## config.mk

```make
export PLATFORM = sky130hd
export DESIGN_NAME = input_function_assignment
export DESIGN_NICKNAME = d
export VERILOG_FILES = /design/src/rtl/input_function_pkg.sv /design/src/rtl/input_function_assignment.sv
export SDC_FILE = /design/constraint.sdc
export NUM_CORES = 1
export LEC_CHECK = 0
export ABC_AREA = 1
export BUFFER_PORTS_ARGS = -buffer_cell sky130_fd_sc_hd__clkbuf_2
export CAP_MARGIN = 20
export CORE_MARGIN = 4
export CORE_UTILIZATION = 28
export CTS_CLUSTER_DIAMETER = 100
export DETAILED_ROUTE_END_ITERATION = 12
export PLACE_DENSITY_LB_ADDON = 0.12
export SKIP_LAST_GASP = 1
export SYNTH_ARGS = -nofsm -noshare
export SYNTH_HDL_FRONTEND = slang
export SYNTH_SLANG_ARGS = --single-unit
```

## constraint.sdc

```tcl
create_clock -name clk_sys -period 2.2 [get_ports clk_sys]
set_input_delay 0.22 -clock clk_sys [delete_from_list [all_inputs] [get_ports clk_sys]]
set_output_delay 0.22 -clock clk_sys [all_outputs]
set_load 0.01 [all_outputs]
```

## src/rtl/input_function_pkg.sv

```systemverilog
// Package for the input function assignment block: function codes, reset codes, sizes.
// Assumes a single clock domain and no register bus; settings arrive on plain ports.
package input_function_pkg;

  // ****************************************************************
  // Sizes
  // ****************************************************************
  localparam int NUM_TERMINALS = 8;
  localparam int CODE_WIDTH = 8;
  localparam int NUM_GENERAL = 16;
  localparam int NUM_DIRECT_POS = 6;
  localparam int DATA_SEL_WIDTH = 6;

  typedef logic [CODE_WIDTH-1:0] func_code_t;

  // ****************************************************************
  // Function codes
  // ****************************************************************
  localparam func_code_t CODE_UNUSED = 8'h00;
  localparam func_code_t CODE_CONT_POS = 8'h01;
  localparam func_code_t CODE_CONT_NEG = 8'h02;
  localparam func_code_t CODE_HOME = 8'h03;
  localparam func_code_t CODE_START = 8'h04;
  localparam func_code_t CODE_SEQ_START = 8'h05;
  localparam func_code_t CODE_JOG_POS = 8'h06;
  localparam func_code_t CODE_JOG_NEG = 8'h07;
  localparam func_code_t CODE_DIRECT_POS_FIRST = 8'h08;
  localparam func_code_t CODE_DIRECT_POS_LAST = 8'h0D;
  localparam func_code_t CODE_FREE = 8'h10;
  localparam func_code_t CODE_EXCITE_TOGGLE = 8'h11;
  localparam func_code_t CODE_STOP = 8'h12;
  localparam func_code_t CODE_ALARM_CLEAR = 8'h18;
  localparam func_code_t CODE_POS_PRESET = 8'h19;
  localparam func_code_t CODE_TOOL_RELEASE = 8'h1B;
  localparam func_code_t CODE_GENERAL_FIRST = 8'h20;
  localparam func_code_t CODE_DATA_SEL_FIRST = 8'h30;
  localparam func_code_t CODE_DATA_SEL_LAST = 8'h35;

  // ****************************************************************
  // Values after reset
  // ****************************************************************
  localparam func_code_t RESET_CODE [NUM_TERMINALS] = '{
    8'h03, 8'h04, 8'h30, 8'h31, 8'h32, 8'h10, 8'h12, 8'h18
  };
  localparam logic [NUM_TERMINALS-1:0] RESET_LOGIC_LEVEL = 8'h00;

endpackage : input_function_pkg

```

## src/rtl/input_function_assignment.sv

```systemverilog
// Input function assignment: maps eight direct terminals and eight network inputs to functions.
// Assumes terminal pins are asynchronous, network inputs and settings come from clk_sys logic.
//
// Overview of operation
// Eight direct terminals, each routed to one function by its own code.
// Terminals zero to three reset to home, start, select bit 0, select bit 1.
// Terminals four to seven reset to select bit 2, free, stop, alarm clear.
// Code zero marks a terminal unused; it drives nothing.
// Codes one and two request continuous positive and negative motion.
// Codes three, four, five request home, positioning, sequential positioning.
// Codes six and seven request positive and negative jog.
// Codes eight to thirteen request the six direct positioning starts.
// Code sixteen removes excitation and releases the brake while active.
// Code seventeen switches between excited and non-excited states.
// Code eighteen requests a stop of the present motion.
// Code twenty-four clears the alarm; twenty-five presets the position.
// Code twenty-seven lifts the setting tool limitation.
// Codes thirty-two to forty-seven map onto sixteen general signals.
// Codes forty-eight to fifty-three form the six-bit data number.
// Code forty-eight is the data number LSB; unassigned bits read zero.
// One function on several terminals acts when any is active.
// Alarm clear and position preset act only on an inactive-to-active edge.
// Tool release with no direct terminal assigned counts as always active.
// Tool release assigned on both direct and network acts only when both active.
// A second, identical set of inputs arrives over the serial network.
// Function codes are writable by the setting tools or the network.
// Codes missing from the table drive nothing, like code zero.
// Each terminal has a logic level: zero normally open, one inverted.
`timescale 1ns/1ns

module input_function_assignment
  import input_function_pkg::*;
#(
  parameter int TERMINALS = input_function_pkg::NUM_TERMINALS
)
(
  input wire logic clk_sys, // System clock, 10 MHz.
  input wire logic nrst, // Asynchronous reset, active low.
  input wire logic [TERMINALS-1:0] input_terminal, // Direct terminal pins.
  input wire logic [TERMINALS-1:0] net_input, // Network inputs, same clock.
  input wire logic code_wr, // Write strobe for one direct terminal code.
  input wire logic net_code_wr, // Write strobe for one network input code.
  input wire logic [2:0] code_wr_index, // Slot selected by either code write.
  input wire input_function_pkg::func_code_t code_wr_data, // Function code written.
  input wire logic level_wr, // Write strobe for the logic level settings.
  input wire logic [TERMINALS-1:0] level_wr_data, // New logic levels, one per terminal.
  output logic continuous_positive, // Continuous positive motion request.
  output logic continuous_negative, // Continuous negative motion request.
  output logic home_start, // Return-to-home request.
  output logic position_start, // Positioning request.
  output logic sequential_positioning_start, // Sequential positioning request.
  output logic jog_positive, // Positive jog request.
  output logic jog_negative, // Negative jog request.
  output logic [5:0] direct_position_start, // Direct positioning starts.
  output logic free_run, // Excitation off and brake released.
  output logic excitation_toggle, // Excitation switching input.
  output logic stop_request, // Stop request.
  output logic alarm_clear, // One-cycle alarm clear pulse.
  output logic position_preset, // One-cycle position preset pulse.
  output logic tool_limit_release, // Setting tool limitation lifted.
  output logic [15:0] general_signal, // General purpose signals.
  output logic [5:0] data_select // Operation data number.
);

  // Refuses a terminal count that the eight code slots and the 3-bit index cannot serve.
  if (TERMINALS != NUM_TERMINALS)
  begin : g_bad_terminals
    $error("input_function_assignment supports exactly eight terminals");
  end

  // ****************************************************************
  // Settings
  // ****************************************************************
  func_code_t code_ff [TERMINALS];
  func_code_t net_code_ff [TERMINALS];
  logic [TERMINALS-1:0] level_ff;

  // Direct terminal codes, written one slot at a time.
  always_ff @(posedge clk_sys or negedge nrst)
  begin
    if (!nrst)
    begin
      for (int i = 0; i < TERMINALS; i++)
      begin
        code_ff[i] <= RESET_CODE[i];
      end
    end
    else if (code_wr)
    begin
      code_ff[code_wr_index] <= code_wr_data;
    end
  end

  // Network input codes; all start unused.
  always_ff @(posedge clk_sys or negedge nrst)
  begin
    if (!nrst)
    begin
      for (int i = 0; i < TERMINALS; i++)
      begin
        net_code_ff[i] <= CODE_UNUSED;
      end
    end
    else if (net_code_wr)
    begin
      net_code_ff[code_wr_index] <= code_wr_data;
    end
  end

  // Logic level settings.
  always_ff @(posedge clk_sys or negedge nrst)
  begin
    if (!nrst)
    begin
      level_ff <= RESET_LOGIC_LEVEL;
    end
    else if (level_wr)
    begin
      level_ff <= level_wr_data;
    end
  end

  // ****************************************************************
  // Terminal synchroniser and logic level
  // ****************************************************************
  logic [TERMINALS-1:0] sync1_ff;
  logic [TERMINALS-1:0] sync2_ff;

  // Two flip-flops before any logic reads a pin.
  always_ff @(posedge clk_sys or negedge nrst)
  begin
    if (!nrst)
    begin
      sync1_ff <= '0;
      sync2_ff <= '0;
    end
    else
    begin
      sync1_ff <= input_terminal;
      sync2_ff <= sync1_ff;
    end
  end

  logic [TERMINALS-1:0] term_active;
  assign term_active = sync2_ff ^ level_ff;

  // ****************************************************************
  // Decoding
  // ****************************************************************
  // Bit n of a map is function code n; only table codes, up to 53, set a bit.
  logic [63:0] dir_map [TERMINALS];
  logic [63:0] net_map [TERMINALS];

  // Returns a one-hot for an active table code; inactive inputs, unused and missing codes give zero.
  function automatic logic [63:0] decode(input func_code_t code, input logic act);
    logic [63:0] v;
    logic ok;
    v = '0;
    ok = (code >= CODE_CONT_POS && code <= CODE_DIRECT_POS_LAST) || (code >= CODE_FREE && code <= CODE_STOP) ||
         code == CODE_ALARM_CLEAR || code == CODE_POS_PRESET || code == CODE_TOOL_RELEASE ||
         (code >= CODE_GENERAL_FIRST && code <= CODE_DATA_SEL_LAST);
    if (ok && act)
    begin
      v[code[5:0]] = 1'b1;
    end
    return v;
  endfunction : decode

  genvar g;
  generate
    for (g = 0; g < TERMINALS; g++)
    begin : g_term
      assign dir_map[g] = decode(code_ff[g], term_active[g]);
      assign net_map[g] = decode(net_code_ff[g], net_input[g]);
    end
  endgenerate

  logic [63:0] dir_any;
  logic [63:0] net_any;
  logic [63:0] all_any;
  logic dir_tool_assigned;
  logic net_tool_assigned;

  // OR of every source that carries a function.
  always_comb
  begin
    dir_any = '0;
    net_any = '0;
    dir_tool_assigned = 1'b0;
    net_tool_assigned = 1'b0;
    for (int i = 0; i < TERMINALS; i++)
    begin
      dir_any = dir_any | dir_map[i];
      net_any = net_any | net_map[i];
      dir_tool_assigned = dir_tool_assigned | (code_ff[i] == CODE_TOOL_RELEASE);
      net_tool_assigned = net_tool_assigned | (net_code_ff[i] == CODE_TOOL_RELEASE);
    end
    all_any = dir_any | net_any;
  end

  logic dir_tool;
  logic net_tool;
  assign dir_tool = dir_tool_assigned ? dir_any[CODE_TOOL_RELEASE[5:0]] : 1'b1;
  assign net_tool = net_tool_assigned ? net_any[CODE_TOOL_RELEASE[5:0]] : 1'b1;

  // ****************************************************************
  // Registered outputs
  // ****************************************************************
  logic alarm_prev_ff;
  logic preset_prev_ff;

  // Level functions are registered straight from the combined maps; tool release comes from the AND of the direct and network sides.
  always_ff @(posedge clk_sys or negedge nrst)
  begin
    if (!nrst)
    begin
      continuous_positive <= 1'b0;
      continuous_negative <= 1'b0;
      home_start <= 1'b0;
      position_start <= 1'b0;
      sequential_positioning_start <= 1'b0;
      jog_positive <= 1'b0;
      jog_negative <= 1'b0;
      direct_position_start <= '0;
      free_run <= 1'b0;
      excitation_toggle <= 1'b0;
      stop_request <= 1'b0;
      tool_limit_release <= 1'b0;
      general_signal <= '0;
      data_select <= '0;
    end
    else
    begin
      continuous_positive <= all_any[CODE_CONT_POS[5:0]];
      continuous_negative <= all_any[CODE_CONT_NEG[5:0]];
      home_start <= all_any[CODE_HOME[5:0]];
      position_start <= all_any[CODE_START[5:0]];
      sequential_positioning_start <= all_any[CODE_SEQ_START[5:0]];
      jog_positive <= all_any[CODE_JOG_POS[5:0]];
      jog_negative <= all_any[CODE_JOG_NEG[5:0]];
      direct_position_start <= all_any[CODE_DIRECT_POS_FIRST[5:0] +: NUM_DIRECT_POS];
      free_run <= all_any[CODE_FREE[5:0]];
      excitation_toggle <= all_any[CODE_EXCITE_TOGGLE[5:0]];
      stop_request <= all_any[CODE_STOP[5:0]];
      tool_limit_release <= dir_tool & net_tool;
      general_signal <= all_any[CODE_GENERAL_FIRST[5:0] +: NUM_GENERAL];
      data_select <= all_any[CODE_DATA_SEL_FIRST[5:0] +: DATA_SEL_WIDTH];
    end
  end

  // Edge-triggered functions fire once per inactive-to-active transition.
  always_ff @(posedge clk_sys or negedge nrst)
  begin
    if (!nrst)
    begin
      alarm_prev_ff <= 1'b0;
      preset_prev_ff <= 1'b0;
      alarm_clear <= 1'b0;
      position_preset <= 1'b0;
    end
    else
    begin
      alarm_prev_ff <= all_any[CODE_ALARM_CLEAR[5:0]];
      preset_prev_ff <= all_any[CODE_POS_PRESET[5:0]];
      alarm_clear <= all_any[CODE_ALARM_CLEAR[5:0]] & ~alarm_prev_ff;
      position_preset <= all_any[CODE_POS_PRESET[5:0]] & ~preset_prev_ff;
    end
  end

  // ****************************************************************
  // Assertions
  // ****************************************************************
  AST_ALARM_PULSE: assert property (@(posedge clk_sys) disable iff (!nrst)
    alarm_clear |=> !alarm_clear)
    else $error("alarm clear lasted more than one cycle");

  AST_PRESET_PULSE: assert property (@(posedge clk_sys) disable iff (!nrst)
    position_preset |=> !position_preset)
    else $error("position preset lasted more than one cycle");

  AST_ALARM_EDGE: assert property (@(posedge clk_sys) disable iff (!nrst)
    (all_any[CODE_ALARM_CLEAR[5:0]] && !$past(all_any[CODE_ALARM_CLEAR[5:0]])) |=> alarm_clear)
    else $error("alarm clear missed a rising request");

  AST_TOOL_DEFAULT: assert property (@(posedge clk_sys) disable iff (!nrst)
    (!dir_tool_assigned && !net_tool_assigned) |=> tool_limit_release)
    else $error("tool release not active while unassigned");

  AST_TOOL_AND: assert property (@(posedge clk_sys) disable iff (!nrst)
    (dir_tool_assigned && net_tool_assigned &&
     !(dir_any[CODE_TOOL_RELEASE[5:0]] && net_any[CODE_TOOL_RELEASE[5:0]])) |=> !tool_limit_release)
    else $error("tool release active without both sources");

  AST_STOP_OR: assert property (@(posedge clk_sys) disable iff (!nrst)
    (code_ff[0] == CODE_STOP && term_active[0]) |=> stop_request)
    else $error("stop not seen from an active terminal");

  AST_UNUSED: assert property (@(posedge clk_sys) disable iff (!nrst)
    (code_ff[0] == CODE_UNUSED) |-> dir_map[0] == '0)
    else $error("unused terminal drove a function");

  AST_MISSING_CODE: assert property (@(posedge clk_sys) disable iff (!nrst)
    (code_ff[0] == 8'h0E || code_ff[0] == 8'h13) |-> dir_map[0] == '0)
    else $error("missing code drove a function");

  AST_DATA_SEL: assert property (@(posedge clk_sys) disable iff (!nrst)
    (all_any[CODE_DATA_SEL_FIRST[5:0] +: DATA_SEL_WIDTH] == 6'h00) |=> data_select == 6'h00)
    else $error("data number not zero with no select bits");

endmodule : input_function_assignment

```

# Yosys cells after proc, flatten, opt, wreduce, memory -nomap -nowiden
# Index checks and enable logic that the tools add are counted.
op_classes:
  order_cmp: 130
  n_eq_ne: 48
  n_mux: 54
  bitwise: 36
  reduce_logical: 161
op_table:
  columns: ["cell", "n"]
  rows:
  - ["54-bit 2-to-1 mux", 16]
  - ["54-bit bitwise OR", 15]
  - ["8-bit by 5-bit equality test with 1-bit output (second input constant)", 48]
  - ["64-bit bitwise mux", 2]
  - ["8-bit by 1-bit >= comparator with 1-bit output (second input constant)", 16]
  - ["8-bit by 5-bit >= comparator with 1-bit output (second input constant)", 16]
  - ["8-bit by 6-bit >= comparator with 1-bit output (second input constant)", 16]
  - ["8-bit by 4-bit less-or-equal comparator with 1-bit output (second input constant)", 16]
  - ["8-bit by 5-bit less-or-equal comparator with 1-bit output (second input constant)", 16]
  - ["8-bit by 6-bit less-or-equal comparator with 1-bit output (second input constant)", 16]
  - ["6-bit by 7-bit less-than comparator with 1-bit output (second input constant)", 16]
  - ["1-bit demux with 6-bit select", 16]
  - ["6-bit by 1-bit >= comparator with 1-bit output (second input constant)", 16]
  - ["1-bit logical AND", 81]
  - ["1-bit logical OR", 80]
  - ["8-bit demux with 3-bit select", 1]
  - ["1-bit 2-to-1 mux", 18]
  - ["1-bit bitwise OR", 14]
  - ["8-bit 2-to-1 mux", 1]
  - ["8-bit XOR", 1]
  - ["4-bit >= comparator (second input constant)", 1]
  - ["4-bit by 1-bit less-than comparator with 1-bit output (second input constant)", 1]
  - ["3-bit NOT with 4-bit output", 1]
  - ["1-bit bitwise AND", 3]
  - ["1-bit NOT", 2]
word_totals:
  reg_bits: 195
  wordCells: 466

# Logic depth before layout (Yosys ltp)
logic_depth:
  ltp_word: 18
  depth_mapped: 16
  ltp_nobuf: 15

# Worst setup path before layout
# Ideal clock, no wire load.
synth_timing:
  path_kind: "register -> register"
  startpoint: "reg code_ff[3] (netlist bit)"
  endpoint: "reg general_signal[1]"
  arrival_time_ps: 1664
  t_required_ps: 2081
  setup_slack_ps: 418
  stages_incl_launch_ff: 15
  path_buffers: 1
  synth_period_minus_slack_ps: 1782
  path_cell_list: "dfstp_2 -> buf_2 -> inv_1 -> nand3_1 -> nand2_1 -> nor2_1 -> nand3_1 -> nand2_2 -> nor2_1 -> nand2_1 -> o21ai_0 -> nor2_1 -> nand2_1 -> nor2_1 -> nand2_1"
synth_via:
  elab_chain_cells: 11
  word_cells_on_any_way: 26
  classes_between: "order compare: 8; eq/ne: 3; mux: 3; bitwise: 2; reduce/logical: 10"
synth_lines:
  columns: ["element", "line", "text"]
  rows:
  - ["from (decl)", "input_function_assignment.sv:74", "func_code_t code_ff [TERMINALS];"]
  - ["from (signal, indexed assignment)", "input_function_assignment.sv:85", "code_ff[i] <= RESET_CODE[i];"]
  - ["from (signal, indexed assignment)", "input_function_assignment.sv:90", "code_ff[code_wr_index] <= code_wr_data;"]
  - ["8-bit by 1-bit >= comparator with 1-bit output, or another cell as far along", "input_function_assignment.sv:159", "ok = (code >= CODE_CONT_POS && code <= CODE_DIRECT_POS_LAST) || (code >= CODE_FREE && code <= CODE_STOP) ||"]
  - ["1-bit logical AND", "input_function_assignment.sv:159", null]
  - ["1-bit logical OR (2 in series)", "input_function_assignment.sv:159", null]
  - ["1-bit logical OR (3 in series)", "input_function_assignment.sv:160", "code == CODE_ALARM_CLEAR || code == CODE_POS_PRESET || code == CODE_TOOL_RELEASE ||"]
  - ["1-bit logical AND", "input_function_assignment.sv:162", "if (ok && act)"]
  - ["54-bit 2-to-1 mux (*)", "input_function_assignment.sv:162", null]
  - ["54-bit bitwise OR (*)", "input_function_assignment.sv:193", "dir_any = dir_any | dir_map[i];"]
  - ["54-bit bitwise OR (*)", "input_function_assignment.sv:198", "all_any = dir_any | net_any;"]
  - ["named net all_any[33]", "input_function_assignment.sv:180", "logic [63:0] all_any;"]
  - ["to (signal assigned)", "input_function_assignment.sv:246", "general_signal <= all_any[CODE_GENERAL_FIRST[5:0] +: NUM_GENERAL];"]
  - ["to (decl)", "input_function_assignment.sv:61", "output logic [15:0] general_signal,"]
# Mark *: on every way through the listed nets, which the timed path passes. The rest lies on a longest branch.
# A chain may end at the register's enable or synchronous reset.

# Worst setup path after layout
layout_timing:
  startpoint: "reg net_code_ff[9] (netlist bit)"
  endpoint: "reg position_preset"
layout_via:
  elab_chain_cells: 13
  word_cells_on_any_way: 28
  classes_between: "order compare: 8; eq/ne: 3; mux: 3; bitwise: 4; reduce/logical: 10"
layout_lines:
  columns: ["element", "line", "text"]
  rows:
  - ["from (decl)", "input_function_assignment.sv:75", "func_code_t net_code_ff [TERMINALS];"]
  - ["from (signal, indexed assignment)", "input_function_assignment.sv:106", "net_code_ff[code_wr_index] <= code_wr_data;"]
  - ["8-bit by 1-bit >= comparator with 1-bit output, or another cell as far along", "input_function_assignment.sv:159", null]
  - ["1-bit logical AND", "input_function_assignment.sv:159", null]
  - ["1-bit logical OR (2 in series)", "input_function_assignment.sv:159", null]
  - ["1-bit logical OR (3 in series)", "input_function_assignment.sv:160", null]
  - ["1-bit logical AND", "input_function_assignment.sv:162", null]
  - ["54-bit 2-to-1 mux (*)", "input_function_assignment.sv:162", null]
  - ["54-bit bitwise OR (*) (2 in series)", "input_function_assignment.sv:194", "net_any = net_any | net_map[i];"]
  - ["54-bit bitwise OR (*)", "input_function_assignment.sv:198", null]
  - ["named net all_any[25]", "input_function_assignment.sv:180", null]
  - ["1-bit bitwise AND (*)", "input_function_assignment.sv:266", "position_preset <= all_any[CODE_POS_PRESET[5:0]] & ~preset_prev_ff;"]
  - ["to (signal assigned)", "input_function_assignment.sv:266", null]
  - ["to (decl)", "input_function_assignment.sv:59", "output logic position_preset,"]
# Marked as above.

==> results.md <==
- Data arrival time of the critical path: 2600 ps
- Worst reg2reg path depth: 13
- Number of nets still failing antenna checks after routing: 0
- Worst hold path class: primary input to flip-flop
- Required time at the worst-slack endpoint: 2600 ps
- Cell area after placement: 19720 um^2
- Unique cell type count in the Yosys netlist: 45
- Top-level port count: 81
- Commonest register cell after synthesis: sky130_fd_sc_hd__dfrtp_1
- Cell types with the highest counts after synthesis: sky130_fd_sc_hd__nand2_1 (875), sky130_fd_sc_hd__nor2_1 (421), sky130_fd_sc_hd__nand3_1 (289)
- Fraction of final layout cells with drive strength greater than 1: 27.35%
- Final non-filler cell total: 3815
- Wirelength per Cell: 25.21 um
- Register area share after synthesis: 31.89%
- Number of vias in the routed layout: 19920
- Post-synthesis instance area: 15360 um^2
- Slowest Stage Delay on Critical Path: 450 ps
- Type of origin of the critical path: flip-flop
- Initial antenna violation count: 2
- Number of instances in the synthesized netlist: 2596
- Most frequent CP cell: sky130_fd_sc_hd__nand2_1
- Stages on the worst setup path: 13
- Post-placement cell count: 3738
- # setup viols final: 0
- Post-route setup slack: 6.846 ps
- Worst setup skew after layout: 22.77 ps
- DRC marker count from the first detailed-route iteration: 2231
- Antenna cells: 0
- Overall Power: 0.01581 W
- Nets in the synthesized netlist: 2636
- Count of input and output buffers: 80
- CTS root buffer: sky130_fd_sc_hd__clkbuf_16
- Area share of the leading cell type in the synthesized netlist: 29.16%
- Standard-cell row count: 85
- Final count of pins violating max slew: 0
- Area occupied by multi-input gates: 9788 um^2
- TritonCTS buffer count: 17
- Final net count: 3146
- Portion of the clock cycle consumed by the worst path in the final layout: 99.69%
- Slowest stage cell, crit path: sky130_fd_sc_hd__dfrtp_2
- Instance count along the most critical hold path: 2
- Max-slew headroom at the worst pin: 46.12%
- Width of the die: 242.2 um
- CP Class: flip-flop to flip-flop
- Standard cell core area: 54030 um^2
- Setup repair after global routing missed its margin: true
- Clock tree from TritonCTS: done
- Buffer and inverter count on the worst path: 3
- Total global routing overflow: 0
- Hold Vio Cnt, Final: 0
- Share of synthesized registers carrying an async set or reset: 100.0%
- Cell taking the most area after synthesis: sky130_fd_sc_hd__dfrtp_1
- DR vias/cell: 5.220
- Length of the first detailed-routing pass in iterations: 6
- Max Freq: 456.0 MHz
- Status: complete, no violations
- Post-layout min period: 2193 ps
- Total power per unit cell area: 739.0 nW/um^2
- Die outline height: 242.2 um
- Overall fraction of global-route tracks in use: 31.95%
- Total half-perimeter wirelength after legalization and detailed placement: 79470 um
- Placement Setup Slack: -339.2 ps
- H-tree levels: 4
- Number of remaining DRC errors: 0
- Crit path cell chain: inv_1 -> nand2_1 -> nor2_1 -> a21oi_2 -> nand2_2 -> nand2_4 -> nand4_1 -> nand2_1 -> nor2_4 -> nand3_2 -> buf_12 -> nand2_1 -> inv_1
- Count of synthesis-stage warnings from yosys: 0
- Kind of capture point of the worst setup path: flip-flop
- Maximum number of buffers from clock root to sink: 2
- Post-synth EDFFs: 0
- Final-layout fill cell count: 5950
- First-pass GRT wire length: 135300 um
- IR Drop Worst-Case VDD: 0.6734 mV
- Placer congestion estimate: 1.044
- Maximum number of pins on one net before global-route repair: 51
- Most frequently used cell type in the post-synthesis netlist: sky130_fd_sc_hd__nand2_1
- Yosys reg bits: 195
- Static leakage: 10.58 nW
- Crit-path max FO: 6
- Transition time of the tightest slew-check pin: 805.3 ps
- Clock slew seen by the registers of the worst setup and hold paths: 90 ps
- Leading post-synthesis cells by cell area: sky130_fd_sc_hd__dfrtp_1 (29%), sky130_fd_sc_hd__nand2_1 (21%), sky130_fd_sc_hd__nor2_1 (10%), sky130_fd_sc_hd__nand3_1 (9.4%), sky130_fd_sc_hd__inv_1 (6.4%)
- Final design instance area without fill: 21400 um^2
- Sequential standard cell area: 4941 um^2
- Area added between synthesis and finish: 39.29%
- Crit-path leading delay family: simple AND/OR/NAND/NOR gates
- Number of global-route vias before repair: 18590
- Count of maximum capacitance violations: 0
- Total length of routed wires: 96170 um
- Effective utilization at floorplan: 28.44%
- Worst-Skew Late Latency: 520 ps
- Overall die area: 58680 um^2
- Clock Sink Count: 195
- Post-Syn Area per Cell: 5.918 um^2
==> metrics by stage <==
step / hold slack (ps) / setup TNS [ps] / util [%]
CTS: 142.6 / -170.4 / 38.22
global route: 180.8 / -785.8 / 39.61
floorplan: -75.59 / 0 / -
global placement: 207.8 / -2385 / 36.50
detailed placement: 208.8 / -2565 / 36.50
finish: 183.5 / 0 / 39.61
==> routing by layer <==
metal / vias up / wire length, um / track usage (%) / share of wire, %
li1: 9398 / - / - / -
met1: 9582 / 47150 / 49.20 / 49
met2: 819 / 39440 / 45.77 / 41
met3: 114 / 6677 / 4.925 / 6.9
met4: 2 / 2889 / 9.169 / 3.0
met5: - / 16 / 0 / 0.017
==> final cells by class <==
type / count / share of cell area [%]
flip-flops and latches: 195 / 23.09
repair buffers: 556 / 19.63
clock buffers: 17 / 1.988
clock inverters: 15 / 0.7542
well taps: 696 / 4.069
inverters: 269 / 4.730
multi-input cells: 2067 / 45.74
==> where the power goes <==
part	internal [W]	switching (W)
Clock	0.00152	0.00181
Sequential	0.00426	0.000755
Combinational	0.00274	0.00472
Total	0.00852	0.00729
==> state kept, by name, indices dropped and copies added, names as in the netlist, 6 cells and up <==
register	cells
code_ff	64
data_select	6
direct_position_start	6
general_signal	16
level_ff	8
net_code_ff	64
sync1_ff	8
sync2_ff	8
==> layout by cell type (no fill, tap or decap), types with 3 or more instances in the layout <==
cell and instances:
sky130_fd_sc_hd__a21oi_1 17, sky130_fd_sc_hd__buf_12 12, sky130_fd_sc_hd__buf_4 439, sky130_fd_sc_hd__buf_6 7
sky130_fd_sc_hd__clkbuf_16 17, sky130_fd_sc_hd__clkbuf_2 79, sky130_fd_sc_hd__clkinv_8 3, sky130_fd_sc_hd__dfrtp_1 146
sky130_fd_sc_hd__dfrtp_2 33, sky130_fd_sc_hd__dfstp_2 16, sky130_fd_sc_hd__dlygate4sd3_1 17, sky130_fd_sc_hd__inv_1 248
sky130_fd_sc_hd__inv_2 20, sky130_fd_sc_hd__inv_8 4, sky130_fd_sc_hd__mux2_2 8, sky130_fd_sc_hd__nand2_1 848
sky130_fd_sc_hd__nand2_2 31, sky130_fd_sc_hd__nand2_4 16, sky130_fd_sc_hd__nand3_1 261, sky130_fd_sc_hd__nand3_2 30
sky130_fd_sc_hd__nand4_1 97, sky130_fd_sc_hd__nor2_1 337, sky130_fd_sc_hd__nor2_2 77, sky130_fd_sc_hd__nor2_4 26
sky130_fd_sc_hd__nor3_1 79, sky130_fd_sc_hd__nor3_2 8, sky130_fd_sc_hd__nor4_1 8, sky130_fd_sc_hd__o21ai_0 171
sky130_fd_sc_hd__o21ai_1 16, sky130_fd_sc_hd__o21ai_2 3, sky130_fd_sc_hd__or2_2 4, sky130_fd_sc_hd__xnor2_1 7
==> cells by family after synthesis <==
group	synth area share [%]
buffers and inverters	8.690
multiplexers	0.5864
AO/OA/AOI/OAI	7.696
AND/OR/NAND/NOR	50.68
XOR/XNOR	0.4561
flip-flops	31.89
==> worst paths after layout <==
kind                                       startpoint                   endpoint  slack [ps]
setup / recovery           net_code_ff[9]$_DFFE_PN0P_  position_preset$_DFF_PN0_           7
hold / removal                               level_wr    level_ff[3]$_DFFE_PN0P_         180
setup reg to reg           net_code_ff[9]$_DFFE_PN0P_  position_preset$_DFF_PN0_           7
hold reg to reg                 sync1_ff[5]$_DFF_PN0_      sync2_ff[5]$_DFF_PN0_         350
max in group asynchronous                        nrst    code_ff[50]$_DFFE_PN1P_        1200
min in group asynchronous                        nrst    level_ff[7]$_DFFE_PN0P_         230
==> repair_timing <==
item | 4_1_cts | 5_1_grt
hold endpoints to repair | 59 | 0
setup endpoints to repair | 37 | 43
pin swaps | 6 | 46
cloned | 0 | 2
hold buffers | 17 | 0
resized for setup | 47 | 205
buffers inserted | 1 | 25
Note: power is estimated with default switching activity, not from simulation.
